--- src/rtl/video_traffic_pkg.sv ---
// Constants shared by the traffic generator end, the DMA end and their link.
// Assumes one clock for both ends; all timing figures are counts of that clock.
package video_traffic_pkg;
   // Line and frame timing, in clocks
   localparam int H_BLANK = 280;
   localparam int H_ACTIVE = 1920;
   localparam int V_ACTIVE = 24;
   localparam int V_BLANK_CLKS = 2200;
   localparam int FRAME_CLKS = (V_ACTIVE + 1) * (H_BLANK + H_ACTIVE);
   // Frame period derived from the video clock rate and frame rate
   localparam int VID_CLK_HZ = 148_500_000;
   localparam int FRAME_RATE = 2700;
   localparam int FRAME_PERIOD_CLKS = VID_CLK_HZ / FRAME_RATE;
   localparam int BW_WINDOW_CLKS = 55_000;
   // Bandwidth arithmetic
   localparam int BYTES_PER_PIXEL = 4;
   localparam int MEM_BYTES_PER_BEAT = 8;
   localparam int BEATS_PER_MEM_BEAT = MEM_BYTES_PER_BEAT / BYTES_PER_PIXEL;
   localparam logic [31:0] BPS_PER_MEM_BEAT = 32'(MEM_BYTES_PER_BEAT * FRAME_RATE);
   localparam logic [31:0] EXPECTED_BPS = 32'(H_ACTIVE * BYTES_PER_PIXEL * V_ACTIVE * FRAME_RATE);
   // Limits of the memory side; only FRAME_BUFS is used, by the frame_buf wrap
   localparam int DMA_OUTSTANDING = 4;
   localparam int MEM_PORT_ACCEPT = 8;
   localparam int DMA_MAX_BURST = 32;
   localparam int MEM_MAX_BURST = 16;
   localparam int LINE_BUF_DEPTH = 1024;
   localparam int FRAME_BUFS = 3;
   // Stream and buffer geometry
   localparam int DATA_W = 32;
   localparam int FIFO_DEPTH = 16;
   // Configuration port map and source LFSR
   localparam int CFG_ADDR_W = 8;
   localparam logic [7:0] CFG_ADDR_HSIZE = 8'h04;
   localparam logic [7:0] CFG_ADDR_VSIZE = 8'h08;
   localparam logic [31:0] LFSR_SEED = 32'h1ace_b00c;
   localparam logic [31:0] LFSR_TAPS = 32'h8020_0003;

   typedef enum logic [2:0] {
      CFG_HSIZE = 3'b001,
      CFG_VSIZE = 3'b010,
      CFG_DONE = 3'b100
   } cfg_state_e;

   typedef enum logic [3:0] {
      PH_IDLE = 4'b0001,
      PH_HBLANK = 4'b0010,
      PH_ACTIVE = 4'b0100,
      PH_VBLANK = 4'b1000
   } line_phase_e;
endpackage

--- src/rtl/video_link_if.sv ---
// Link between the traffic generator end and the DMA end.
// Assumes both ends run on the clock given to the interface.
interface video_link_if (
   input wire logic clk
);
   logic fsync;
   logic cfg_valid;
   logic cfg_ready;
   logic [video_traffic_pkg::CFG_ADDR_W-1:0] cfg_addr;
   logic [31:0] cfg_data;
   logic s2m_tvalid;
   logic s2m_tready;
   logic [video_traffic_pkg::DATA_W-1:0] s2m_tdata;
   logic s2m_tlast;
   logic m2s_tvalid;
   logic m2s_tready;
   logic [video_traffic_pkg::DATA_W-1:0] m2s_tdata;
   logic m2s_tlast;
   logic mem_wvalid;
   logic mem_wready;
   logic mem_rvalid;
   logic mem_rready;

   modport gen_end (
      output fsync, cfg_valid, cfg_addr, cfg_data, s2m_tvalid, s2m_tdata, s2m_tlast, m2s_tready,
      input cfg_ready, s2m_tready, m2s_tvalid, m2s_tdata, m2s_tlast,
      input mem_wvalid, mem_wready, mem_rvalid, mem_rready
   );
   modport dma_end (
      input fsync, cfg_valid, cfg_addr, cfg_data, s2m_tvalid, s2m_tdata, s2m_tlast, m2s_tready,
      output cfg_ready, s2m_tready, m2s_tvalid, m2s_tdata, m2s_tlast,
      output mem_wvalid, mem_wready, mem_rvalid, mem_rready
   );
endinterface

--- src/rtl/video_traffic_gen.sv ---
// Video traffic generator end: configures the DMA end, issues frame sync,
// sources and sinks the line streams and measures memory port bandwidth.
// Assumes the DMA end answers on the shared link and runs on the same clock.

// Stream FIFO with valid and ready on both sides
module stream_fifo #(
   parameter int WIDTH = 33,
   parameter int DEPTH = 16
) (
   // Clock and reset
   input wire logic clk,
   input wire logic rstn,
   // Fill side
   input wire logic in_valid,
   output logic in_ready,
   input wire logic [WIDTH-1:0] in_data,
   // Drain side
   output logic out_valid,
   input wire logic out_ready,
   output logic [WIDTH-1:0] out_data
);
   localparam int AW = $clog2(DEPTH);
   logic [WIDTH-1:0] mem_q [DEPTH];
   logic [AW:0] wr_q;
   logic [AW:0] rd_q;
   logic push;
   logic pop;

   assign in_ready = !((wr_q[AW] != rd_q[AW]) && (wr_q[AW-1:0] == rd_q[AW-1:0]));
   assign out_valid = (wr_q != rd_q);
   assign out_data = mem_q[rd_q[AW-1:0]];
   assign push = in_valid && in_ready;
   assign pop = out_valid && out_ready;

   always_ff @(posedge clk) begin
      if (push) begin
         mem_q[wr_q[AW-1:0]] <= in_data;
      end
   end

   always_ff @(posedge clk or negedge rstn) begin
      if (!rstn) begin
         wr_q <= '0;
         rd_q <= '0;
      end else begin
         if (push) begin
            wr_q <= wr_q + 1'b1;
         end
         if (pop) begin
            rd_q <= rd_q + 1'b1;
         end
      end
   end
endmodule

module video_traffic_gen #(
   parameter int FRAME_PERIOD = video_traffic_pkg::FRAME_PERIOD_CLKS,
   parameter int BW_WINDOW = video_traffic_pkg::BW_WINDOW_CLKS
) (
   // Clock and reset
   input wire logic clk,
   input wire logic rstn,
   // Link
   video_link_if.gen_end link,
   // Throttle flags
   input wire logic throttle_clr,
   output logic src_throttle,
   output logic snk_throttle,
   // Progress
   output logic cfg_done,
   output logic [4:0] lines_rx,
   output logic [1:0] frame_buf,
   // Bandwidth results
   output logic bw_valid,
   output logic [31:0] rd_bps,
   output logic [31:0] wr_bps,
   output logic rd_low,
   output logic wr_low
);
   video_traffic_pkg::cfg_state_e cfg_q;
   video_traffic_pkg::line_phase_e ph_q;
   logic [7:0] cfg_addr_q;
   logic [31:0] cfg_data_q;
   logic [15:0] fcnt_q;
   logic fsync_q;
   logic [11:0] pix_q;
   logic [4:0] line_q;
   logic [15:0] owed_q;
   logic [10:0] gpix_q;
   logic [31:0] lfsr_q;
   logic gen_valid;
   logic gen_ready;
   logic gen_push;
   logic line_start;
   logic [4:0] lines_rx_q;
   logic [1:0] fb_q;
   logic src_thr_q;
   logic snk_thr_q;
   logic bw_run_q;
   logic [15:0] win_q;
   logic [15:0] rd_cnt_q;
   logic [15:0] wr_cnt_q;
   logic bw_valid_q;
   logic [31:0] rd_bps_q;
   logic [31:0] wr_bps_q;
   logic [31:0] rd_sum;
   logic [31:0] wr_sum;

   // Configuration master: size writes first
   assign cfg_done = (cfg_q == video_traffic_pkg::CFG_DONE);
   assign link.cfg_valid = !cfg_done;
   assign link.cfg_addr = cfg_addr_q;
   assign link.cfg_data = cfg_data_q;

   always_ff @(posedge clk or negedge rstn) begin
      if (!rstn) begin
         cfg_q <= video_traffic_pkg::CFG_HSIZE;
         cfg_addr_q <= video_traffic_pkg::CFG_ADDR_HSIZE;
         cfg_data_q <= 32'(video_traffic_pkg::H_ACTIVE);
      end else begin
         unique case (cfg_q)
            video_traffic_pkg::CFG_HSIZE: begin
               if (link.cfg_ready) begin
                  cfg_q <= video_traffic_pkg::CFG_VSIZE;
                  cfg_addr_q <= video_traffic_pkg::CFG_ADDR_VSIZE;
                  cfg_data_q <= 32'(video_traffic_pkg::V_ACTIVE);
               end
            end
            video_traffic_pkg::CFG_VSIZE: begin
               if (link.cfg_ready) begin
                  cfg_q <= video_traffic_pkg::CFG_DONE;
               end
            end
            video_traffic_pkg::CFG_DONE: begin
               cfg_q <= video_traffic_pkg::CFG_DONE;
            end
         endcase
      end
   end

   // Frame sync every FRAME_PERIOD clocks once configured
   assign link.fsync = fsync_q;

   always_ff @(posedge clk or negedge rstn) begin
      if (!rstn) begin
         fcnt_q <= 16'h0000;
         fsync_q <= 1'b0;
      end else begin
         fsync_q <= cfg_done && (fcnt_q == 16'h0000);
         if (!cfg_done || fcnt_q == 16'(FRAME_PERIOD - 1)) begin
            fcnt_q <= 16'h0000;
         end else begin
            fcnt_q <= fcnt_q + 16'h0001;
         end
      end
   end

   // Line timing after each sync
   always_ff @(posedge clk or negedge rstn) begin
      if (!rstn) begin
         ph_q <= video_traffic_pkg::PH_IDLE;
         pix_q <= 12'h000;
         line_q <= 5'h00;
      end else if (fsync_q) begin
         ph_q <= video_traffic_pkg::PH_HBLANK;
         pix_q <= 12'h000;
         line_q <= 5'h00;
      end else begin
         pix_q <= pix_q + 12'h001;
         unique case (ph_q)
            video_traffic_pkg::PH_IDLE: begin
               pix_q <= 12'h000;
            end
            video_traffic_pkg::PH_HBLANK: begin
               if (pix_q == 12'(video_traffic_pkg::H_BLANK - 1)) begin
                  ph_q <= video_traffic_pkg::PH_ACTIVE;
                  pix_q <= 12'h000;
               end
            end
            video_traffic_pkg::PH_ACTIVE: begin
               if (pix_q == 12'(video_traffic_pkg::H_ACTIVE - 1)) begin
                  pix_q <= 12'h000;
                  line_q <= line_q + 5'h01;
                  if (line_q == 5'(video_traffic_pkg::V_ACTIVE - 1)) begin
                     ph_q <= video_traffic_pkg::PH_VBLANK;
                  end else begin
                     ph_q <= video_traffic_pkg::PH_HBLANK;
                  end
               end
            end
            video_traffic_pkg::PH_VBLANK: begin
               if (pix_q == 12'(video_traffic_pkg::V_BLANK_CLKS - 1)) begin
                  ph_q <= video_traffic_pkg::PH_IDLE;
               end
            end
         endcase
      end
   end

   // Source: owes one line of beats per active line, stalls on a full FIFO
   assign line_start = (ph_q == video_traffic_pkg::PH_HBLANK) &&
                       (pix_q == 12'(video_traffic_pkg::H_BLANK - 1));
   assign gen_valid = (owed_q != 16'h0000);
   assign gen_push = gen_valid && gen_ready;

   always_ff @(posedge clk or negedge rstn) begin
      if (!rstn) begin
         owed_q <= 16'h0000;
         gpix_q <= 11'h000;
         lfsr_q <= video_traffic_pkg::LFSR_SEED;
      end else begin
         owed_q <= owed_q + (line_start ? 16'(video_traffic_pkg::H_ACTIVE) : 16'h0000)
                   - {15'h0000, gen_push};
         if (gen_push) begin
            gpix_q <= (gpix_q == 11'(video_traffic_pkg::H_ACTIVE - 1)) ? 11'h000 : gpix_q + 11'h001;
            lfsr_q <= {lfsr_q[30:0], 1'b0} ^ (lfsr_q[31] ? video_traffic_pkg::LFSR_TAPS : 32'h0000_0000);
         end
      end
   end

   stream_fifo #(
      .WIDTH(video_traffic_pkg::DATA_W + 1),
      .DEPTH(video_traffic_pkg::FIFO_DEPTH)
   ) src_fifo (
      .clk(clk),
      .rstn(rstn),
      .in_valid(gen_valid),
      .in_ready(gen_ready),
      .in_data({gpix_q == 11'(video_traffic_pkg::H_ACTIVE - 1), lfsr_q}),
      .out_valid(link.s2m_tvalid),
      .out_ready(link.s2m_tready),
      .out_data({link.s2m_tlast, link.s2m_tdata})
   );

   // Sink: ready through the active window, lines counted on end-of-packet
   assign link.m2s_tready = (ph_q == video_traffic_pkg::PH_ACTIVE);
   assign lines_rx = lines_rx_q;
   assign frame_buf = fb_q;

   always_ff @(posedge clk or negedge rstn) begin
      if (!rstn) begin
         lines_rx_q <= 5'h00;
         fb_q <= 2'h0;
      end else if (fsync_q) begin
         lines_rx_q <= 5'h00;
         fb_q <= (fb_q == 2'(video_traffic_pkg::FRAME_BUFS - 1)) ? 2'h0 : fb_q + 2'h1;
      end else if (link.m2s_tvalid && link.m2s_tready && link.m2s_tlast) begin
         lines_rx_q <= lines_rx_q + 5'h01;
      end
   end

   // Throttle flags; a new event wins over a clear
   assign src_throttle = src_thr_q;
   assign snk_throttle = snk_thr_q;

   always_ff @(posedge clk or negedge rstn) begin
      if (!rstn) begin
         src_thr_q <= 1'b0;
         snk_thr_q <= 1'b0;
      end else begin
         src_thr_q <= (src_thr_q && !throttle_clr) || ((ph_q == video_traffic_pkg::PH_ACTIVE) &&
                      link.s2m_tready && !link.s2m_tvalid);
         snk_thr_q <= (snk_thr_q && !throttle_clr) ||
                      (link.m2s_tready && !link.m2s_tvalid);
      end
   end

   // Bandwidth monitor on the memory port, one result per window
   assign rd_sum = 32'(rd_cnt_q) + {31'h0000_0000, link.mem_rvalid && link.mem_rready};
   assign wr_sum = 32'(wr_cnt_q) + {31'h0000_0000, link.mem_wvalid && link.mem_wready};
   assign bw_valid = bw_valid_q;
   assign rd_bps = rd_bps_q;
   assign wr_bps = wr_bps_q;
   assign rd_low = bw_valid_q && (rd_bps_q < video_traffic_pkg::EXPECTED_BPS);
   assign wr_low = bw_valid_q && (wr_bps_q < video_traffic_pkg::EXPECTED_BPS);

   always_ff @(posedge clk or negedge rstn) begin
      if (!rstn) begin
         bw_run_q <= 1'b0;
         win_q <= 16'h0000;
         rd_cnt_q <= 16'h0000;
         wr_cnt_q <= 16'h0000;
         bw_valid_q <= 1'b0;
         rd_bps_q <= 32'h0000_0000;
         wr_bps_q <= 32'h0000_0000;
      end else if (!bw_run_q) begin
         bw_run_q <= fsync_q;
      end else if (win_q == 16'(BW_WINDOW - 1)) begin
         win_q <= 16'h0000;
         rd_cnt_q <= 16'h0000;
         wr_cnt_q <= 16'h0000;
         bw_valid_q <= 1'b1;
         rd_bps_q <= rd_sum * video_traffic_pkg::BPS_PER_MEM_BEAT;
         wr_bps_q <= wr_sum * video_traffic_pkg::BPS_PER_MEM_BEAT;
      end else begin
         win_q <= win_q + 16'h0001;
         rd_cnt_q <= rd_sum[15:0];
         wr_cnt_q <= wr_sum[15:0];
      end
   end
endmodule

--- src/flat_wrapper.sv ---
// flat-port wrapper written by rule: the top's interface ports become plain ports
module video_traffic_gen_flat 
#(
   parameter int FRAME_PERIOD = video_traffic_pkg::FRAME_PERIOD_CLKS,
   parameter int BW_WINDOW = video_traffic_pkg::BW_WINDOW_CLKS
)
  (clk, rstn, throttle_clr, src_throttle, snk_throttle, cfg_done, lines_rx, frame_buf, bw_valid, rd_bps, wr_bps, rd_low, wr_low, link_fsync, link_cfg_valid, link_cfg_addr, link_cfg_data, link_s2m_tvalid, link_s2m_tdata, link_s2m_tlast, link_m2s_tready, link_cfg_ready, link_s2m_tready, link_m2s_tvalid, link_m2s_tdata, link_m2s_tlast, link_mem_wvalid, link_mem_wready, link_mem_rvalid, link_mem_rready);
  video_link_if link_i (.clk(clk));
  input wire logic clk;
  input wire logic rstn;
  input wire logic throttle_clr;
  output logic src_throttle;
  output logic snk_throttle;
  output logic cfg_done;
  output logic [4:0] lines_rx;
  output logic [1:0] frame_buf;
  output logic bw_valid;
  output logic [31:0] rd_bps;
  output logic [31:0] wr_bps;
  output logic rd_low;
  output logic wr_low;
  output wire logic [$bits(link_i.fsync)-1:0] link_fsync;
  output wire logic [$bits(link_i.cfg_valid)-1:0] link_cfg_valid;
  output wire logic [$bits(link_i.cfg_addr)-1:0] link_cfg_addr;
  output wire logic [$bits(link_i.cfg_data)-1:0] link_cfg_data;
  output wire logic [$bits(link_i.s2m_tvalid)-1:0] link_s2m_tvalid;
  output wire logic [$bits(link_i.s2m_tdata)-1:0] link_s2m_tdata;
  output wire logic [$bits(link_i.s2m_tlast)-1:0] link_s2m_tlast;
  output wire logic [$bits(link_i.m2s_tready)-1:0] link_m2s_tready;
  input wire logic [$bits(link_i.cfg_ready)-1:0] link_cfg_ready;
  input wire logic [$bits(link_i.s2m_tready)-1:0] link_s2m_tready;
  input wire logic [$bits(link_i.m2s_tvalid)-1:0] link_m2s_tvalid;
  input wire logic [$bits(link_i.m2s_tdata)-1:0] link_m2s_tdata;
  input wire logic [$bits(link_i.m2s_tlast)-1:0] link_m2s_tlast;
  input wire logic [$bits(link_i.mem_wvalid)-1:0] link_mem_wvalid;
  input wire logic [$bits(link_i.mem_wready)-1:0] link_mem_wready;
  input wire logic [$bits(link_i.mem_rvalid)-1:0] link_mem_rvalid;
  input wire logic [$bits(link_i.mem_rready)-1:0] link_mem_rready;
  assign link_fsync = link_i.fsync;
  assign link_cfg_valid = link_i.cfg_valid;
  assign link_cfg_addr = link_i.cfg_addr;
  assign link_cfg_data = link_i.cfg_data;
  assign link_s2m_tvalid = link_i.s2m_tvalid;
  assign link_s2m_tdata = link_i.s2m_tdata;
  assign link_s2m_tlast = link_i.s2m_tlast;
  assign link_m2s_tready = link_i.m2s_tready;
  assign link_i.cfg_ready = link_cfg_ready;
  assign link_i.s2m_tready = link_s2m_tready;
  assign link_i.m2s_tvalid = link_m2s_tvalid;
  assign link_i.m2s_tdata = link_m2s_tdata;
  assign link_i.m2s_tlast = link_m2s_tlast;
  assign link_i.mem_wvalid = link_mem_wvalid;
  assign link_i.mem_wready = link_mem_wready;
  assign link_i.mem_rvalid = link_mem_rvalid;
  assign link_i.mem_rready = link_mem_rready;
  video_traffic_gen #(.FRAME_PERIOD(FRAME_PERIOD), .BW_WINDOW(BW_WINDOW)) u_core (.clk(clk), .rstn(rstn), .link(link_i), .throttle_clr(throttle_clr), .src_throttle(src_throttle), .snk_throttle(snk_throttle), .cfg_done(cfg_done), .lines_rx(lines_rx), .frame_buf(frame_buf), .bw_valid(bw_valid), .rd_bps(rd_bps), .wr_bps(wr_bps), .rd_low(rd_low), .wr_low(wr_low));
endmodule
--- config.mk ---
export PLATFORM = sky130hd
export DESIGN_NAME = video_traffic_gen_flat
export DESIGN_NICKNAME = d
export VERILOG_FILES = /design/src/rtl/video_traffic_pkg.sv /design/src/rtl/video_link_if.sv /design/src/rtl/video_traffic_gen.sv /design/src/flat_wrapper.sv
export SDC_FILE = /design/constraint.sdc
export NUM_CORES = 1
export LEC_CHECK = 0
export ABC_AREA = 1
export BUFFER_PORTS_ARGS = -buffer_cell sky130_fd_sc_hd__clkbuf_2
export CORE_ASPECT_RATIO = 1.25
export CORE_MARGIN = 10
export CORE_UTILIZATION = 50
export CTS_CLUSTER_SIZE = 14
export DETAILED_ROUTE_END_ITERATION = 8
export PLACE_DENSITY = 0.64
export SLEW_MARGIN = 10
export SYNTH_ARGS = -nofsm -noshare
export SYNTH_HDL_FRONTEND = slang
export SYNTH_SLANG_ARGS = --single-unit
export TNS_END_PERCENT = 5
--- constraint.sdc ---
create_clock -name clk -period 6 [get_ports clk]
set_input_delay 0.6 -clock clk [delete_from_list [all_inputs] [get_ports clk]]
set_output_delay 0.6 -clock clk [all_outputs]
set_load 0.01 [all_outputs]
======== After elaboration in Yosys (flattened, before gate mapping) ========
Memories as Yosys holds them, arrays and structs flattened.
Cells that the tools add are included.
word-level totals
  register bits ........................... 231
  bits in writable memories ............... 528
  input bits .............................. 43
  output and inout bits ................... 154
  logic and storage cells ................. 130
  memories kept ........................... 1
operators by class
  add/sub/neg operators ................... 13
  multipliers ............................. 2
  magnitude comparators ................... 2
  equal/unequal tests ..................... 23
  mux-type cells .......................... 29
  bitwise logic cells ..................... 1
  reductions and logical operators ........ 35
memories
  name                   depth  width  read ports  clocked after memory_dff  wr ports  RTL line                 RTL
  u_core.src_fifo.mem_q  16     33     1           0                         1         video_traffic_gen.sv:23  logic [WIDTH-1:0] mem_q [DEPTH];
operators with widths
  kind                    count
  $lt 32x29->1 const B    2
  $mul 32x10->27 const B  2
  $mux 16                 4
  $mux 12                 3
  $pmux 12 s3             1
  $add 16x1->17           2
  $add 16x1->16 const B   2
  $eq 16x16->1 const B    2
  $mux 32                 1
  $xor 32x32->32          1
  $mux 5                  5
  $mux 11                 2
  $add 5x1->5 const B     4
  $mux 4                  5
  $add 16x16->16          1
  $logic_and 1x1->1       16
  $logic_not 16->1        1
  $reduce_bool 16->1      1
  $sub 16x1->16           1
  $add 12x1->12 const B   1
  $eq 12x11->1 const B    1
  $eq 12x12->1 const B    1
  $eq 12x9->1 const B     1
  $pmux 4 s3              1
  28 further kinds        44

======== Longest topological paths before layout ========
  depth in word-level cells ............... 6
  depth in mapped cells ................... 31
  gate-level depth less buffers ........... 31

======== Cells and area by module ========
From an unflattened synthesis, not the netlist that was laid out.
second synthesis, totals
  cell total of the unflattened synthesis .. 4,439
  area total of the unflattened synthesis .. 40,456.3 um2
by module, submodules not included
  module             instances  cells each  area each (um2)  seq. area each (um2)
  stream_fifo        1          1,916       21,896.0         16,105.4
  video_traffic_gen  1          2,523       18,560.3         5,400.2

======== Worst setup path before layout ========
OpenSTA, ideal clock, no wires.
  path kind ............................... input -> register
  start point ............................. input link_mem_wvalid
  end point ............................... register u_core.wr_bps_q[31] (netlist: u_core.wr_bps[31])
  library setup time ...................... 0.117 ns
  arrival ................................. 4.988 ns
  required time ........................... 5.883 ns
  path slack .............................. 0.895 ns
  cell stages on the path ................. 27
  buffers on the path ..................... 0
  cell sequence ........................... nand2_1 inv_1 ha_1 ha_1 nand3_1 nor2_1 nor2_1 nor2_1 ha_1 fa_1 inv_1 fa_1 inv_1 ha_1 inv_1 fa_1 inv_1 ha_1 nand2_1 nor2_1 nand2_1 nor2_1 nand2_1 nand3_1 nand2_1 nand3_1 nand2_1
on the way
  cells in the longest elaborated chain, start to end .. 3
ends and longest elaborated chain
  what                  RTL line                  RTL
  from (decl)           flat_wrapper.sv:35        input wire logic [$bits(link_i.mem_wvalid)-1:0] link_mem_wvalid;
  $logic_and 1x1->1     video_traffic_gen.sv:270  assign wr_sum = 32'(wr_cnt_q) + {31'h0000_0000, link.mem_wvalid && link.mem_wready};
  $add 16x1->17         video_traffic_gen.sv:270
  $mul 32x10->27        video_traffic_gen.sv:294  wr_bps_q <= wr_sum * video_traffic_pkg::BPS_PER_MEM_BEAT;
  to (signal assigned)  video_traffic_gen.sv:294
  to (decl)             video_traffic_gen.sv:105  logic [31:0] wr_bps_q;
Every way passes these cells.
A chain may end at the register's enable or synchronous reset.

======== Final worst setup path ========
  start point ............................. register u_core.wr_cnt_q[0]
  end point ............................... register u_core.wr_bps_q[28] (netlist: u_core.wr_bps[28])
on the way
  cells in the longest elaborated chain, start to end .. 2
ends and longest elaborated chain
  what                    RTL line                  RTL
  from (decl)             video_traffic_gen.sv:102  logic [15:0] wr_cnt_q;
  from (signal assigned)  video_traffic_gen.sv:298  wr_cnt_q <= wr_sum[15:0];
  $add 16x1->17           video_traffic_gen.sv:270
  $mul 32x10->27          video_traffic_gen.sv:294
Every way passes these cells.

==> impl_metrics.tcl <==
set metrics [dict create \
    wl_per_cell_um 17.52 \
    cts_root_buffer "clkbuf_16" \
    die_width_um 271.0 \
    synth_xor_area_share_pct 1.888 \
    tns_ps 0 \
    fmax_ghz 0.1909 \
    synth_top_family_by_area "simple AND/OR/NAND/NOR gates" \
    finalCriticalPeriod_ps 5238 \
    holdWs_ps -6.072 \
    cts.sinks 753 \
    cp-start-kind "flop" \
    slew_headroom_pct 26.76 \
    drtAntennaViolNets 0 \
    nFillCells 6911 \
    synth_top_area_share_pct 40.28 \
    overflow 0 \
    yosysMostFrequentCell "nand2_1" \
    p_leak_nw 17.57 \
    start_util_pct 50.20 \
    cts.clk_slew.worst_paths_ps 60 \
    synth_area_mm2 0.03936 \
    synth.largest_area_cell "edfxtp_1" \
    insertion_delay_ps 630 \
    synth-simple-area-share_pct 17.06 \
    drc 0 \
    post-route-util_pct 55.40 \
    peakVddDrop_uv 803.5 \
    critPathCaptureType "flop" \
    min_period_over_period_pct 87.30 \
    area.growth.synth_to_final_pct 10.37 \
    path_max_fanout 6 \
    cts_htree_levels 3 \
    async_reset_ff_share_pct 29.88 \
    final_nets 4480 \
    violations "hold timing" \
    power.density_mw_per_mm2 595.3 \
    io_buffers 122 \
    firstDrtPassIters 5 \
    num_antenna_cells 0 \
    critPathKind "flop to flop" \
    syn_inst 4052 \
    totalWireLength_um 92320 \
    synth_ff_type "edfxtp_1" \
    drv_cap 0 \
    finalSetupViolCount 0 \
    yosys.cell_types.count 47 \
    ys_top_cells_by_area "edfxtp_1 40%, dfrtp_1 13%, nand2_1 7.8%" \
    cts_setup_buffers 0 \
    postSynthAreaPerCell_um2 9.714 \
    crit_required_ps 6510 \
    die_y_um 333.7 \
    io_pins 197 \
    cts_tree "yes" \
    synth_edf_count 528 \
    grt_max_degree 231 \
    layout-drive-gt1-share_pct 8.276 \
    grt_pass1_vias 27900 \
    finClkSkew_ps 23.82 \
    vias_per_cell 5.303 \
    synthMuxAreaShare_pct 0 \
    hold_buffers 0 \
    die-area_mm2 0.09042 \
    globalplace.congestion 0.8811 \
    hold_violations 6 \
    tightest_slew_ps 1096 \
    clock_tree.buffer_depth 3 \
    slew_viol_final 0 \
    holdCritPathClass "input port to asynchronous set/reset pin" \
    rsz0062_at_grt "false" \
    ys_seq_elements 753 \
    coreArea_mm2 0.07842 \
    track_usage_pct 20.30 \
    power_mw 25.86 \
    yosysSeqAreaShare_pct 54.63 \
    ys_top_cells_by_count "819 x nand2_1, 536 x inv_1, 528 x edfxtp_1, 465 x nor2_1, 338 x o21ai_0" \
    numCtsBuffers 76 \
    hpwl_um 56650 \
    ys_warn_count 0 \
    ctsResizeCount 0 \
    antenna_found_initial 0 \
    synthAdderAreaFrac_pct 10.26 \
    crit_arrival_ps 5740 \
    dr_total_vias 27950 \
    outcome "complete, but fails checks" \
    drtIter0Drc 2067 \
    std_cell_rows 115 \
    synth-compound-area-share_pct 8.392 \
    grt_first_pass_wirelength_um 148100 \
]
-- worst max-delay path, stage by stage (launching register included) --
cell and delay (ps):
dfrtp_1 350, ha_1 190, nand3_2 100, nor2_2 200, nand3_2 190, xor2_1 370
inv_1 220, ha_1 330, inv_1 50, fa_1 480, fa_1 520, inv_1 50
ha_1 270, inv_1 50, fa_1 490, inv_1 40, ha_1 340, nand2_1 110
nor2_1 240, nand2_1 90, nand2_1 90, nand2_1 100, nand3_1 80, nand2_1 50
nand3_1 60, nand2_1 60
-- layer usage --
metal,global-route usage (%),vias up,wire [um]
li1,-,13680,-
met1,25.14,13440,38220
met2,36.03,679,46680
met3,3.028,155,5112
met4,6.307,0,2310
met5,0,-,0
-- flip-flops by register name, summed over array words and instances, names as in the netlist, 4 cells and up --
signal,cells
u_core.ph_q,4
u_core.src_fifo.mem_q,528
u_core.wr_cnt_q,16
u_core.lines_rx,5
u_core.rd_cnt_q,16
u_core.rd_bps,27
u_core.src_fifo.rd_q,5
u_core.lfsr_q,32
u_core.gpix_q,11
u_core.win_q,16
u_core.owed_q,16
u_core.src_fifo.wr_q,5
u_core.fcnt_q,16
u_core.line_q,5
u_core.wr_bps,27
u_core.pix_q,12
-- through the flow --
stage / worst slack [ps] / hold WS (ps) / instance area, um2 / cells
after CTS: 722.5 / 25.17 / 43440 / 5270
after floorplan: 894.6 / 304.4 / 39520 / 4093
after global routing: 307.4 / 43.78 / 43440 / 5270
after global placement: 328.8 / 448.1 / 40960 / 5130
after detailed placement: 287.5 / 455.6 / 40960 / 5130
final: 761.7 / -6.072 / 43440 / 5270
-- logic make-up (layout without fill, tap and decap cells) --
kind of cell | after synthesis | count (layout)
simple gates | 1623 | 1623
flops | 753 | 753
buf+inv | 729 | 853
compound gates | 580 | 580
fa+ha+maj | 282 | 282
xor+xnor | 84 | 84
other cells | 1 | 42
-- power breakdown --
group | switching [mW] | internal [mW] | leakage, nW
sequential | 0.312 | 5.71 | 6.34
combinational | 9.88 | 5.19 | 10.0
clock | 2.04 | 2.73 | 1.21
total | 12.2 | 13.6 | 17.6
-- layout by cell type (no fill, tap or decap), types with 5 or more instances in the layout --
master and n:
nand2_1 819, inv_1 534, edfxtp_1 528, nor2_1 448, o21ai_0 338, ha_1 214, dfrtp_1 206, nand3_1 197
clkbuf_2 121, o22ai_1 95, clkbuf_16 78, fa_1 68, a21oi_1 57, xor2_1 55, o221ai_1 53, nor3_1 44
buf_4 44, conb_1 42, nand4_1 35, xnor2_1 28, clkbuf_1 22, nor2_4 18, nand3b_1 17, dfstp_2 16
nor4_1 14, o211ai_1 14, clkinv_1 10, clkinv_2 9, or2_2 8, clkbuf_8 8, inv_2 7, o21a_1 6
o21ai_1 5, inv_6 5, bufinv_16 5
-- final cells by class --
class | instances | area (um2) | share of cell area [%]
timing repair buffer | 168 | 991.0 | 2.281
inverter | 545 | 2056 | 4.732
multi-input combinational | 2611 | 15090 | 34.73
clock buffer | 108 | 2145 | 4.937
tap | 1053 | 1318 | 3.033
clock inverter | 32 | 334.1 | 0.7690
sequential | 753 | 21510 | 49.52
-- worst paths after layout --
kind | from | end | slack (ps) | cells past startpoint
setup / recovery | u_core.wr_cnt_q[0]$_DFFE_PN0P_ | u_core.wr_bps[28]$_DFFE_PN0P_ | 760 | 25
hold / removal | rstn | u_core.pix_q[11]$_DFF_PN0_ | -6 | 1
setup reg to reg | u_core.wr_cnt_q[0]$_DFFE_PN0P_ | u_core.wr_bps[28]$_DFFE_PN0P_ | 760 | 25
hold reg to reg | u_core.cfg_q[2]$_DFFE_PN0P_ | u_core.cfg_q[0]$_DFFE_PN1P_ | 470 | 1
max in group asynchronous | rstn | u_core.src_fifo.rd_q[0]$_DFFE_PN0P_ | 4550 | 2
min in group clk | link_cfg_ready | u_core.cfg_q[0]$_DFFE_PN1P_ | 130 | 2
Power figures use the tool's default switching activity.
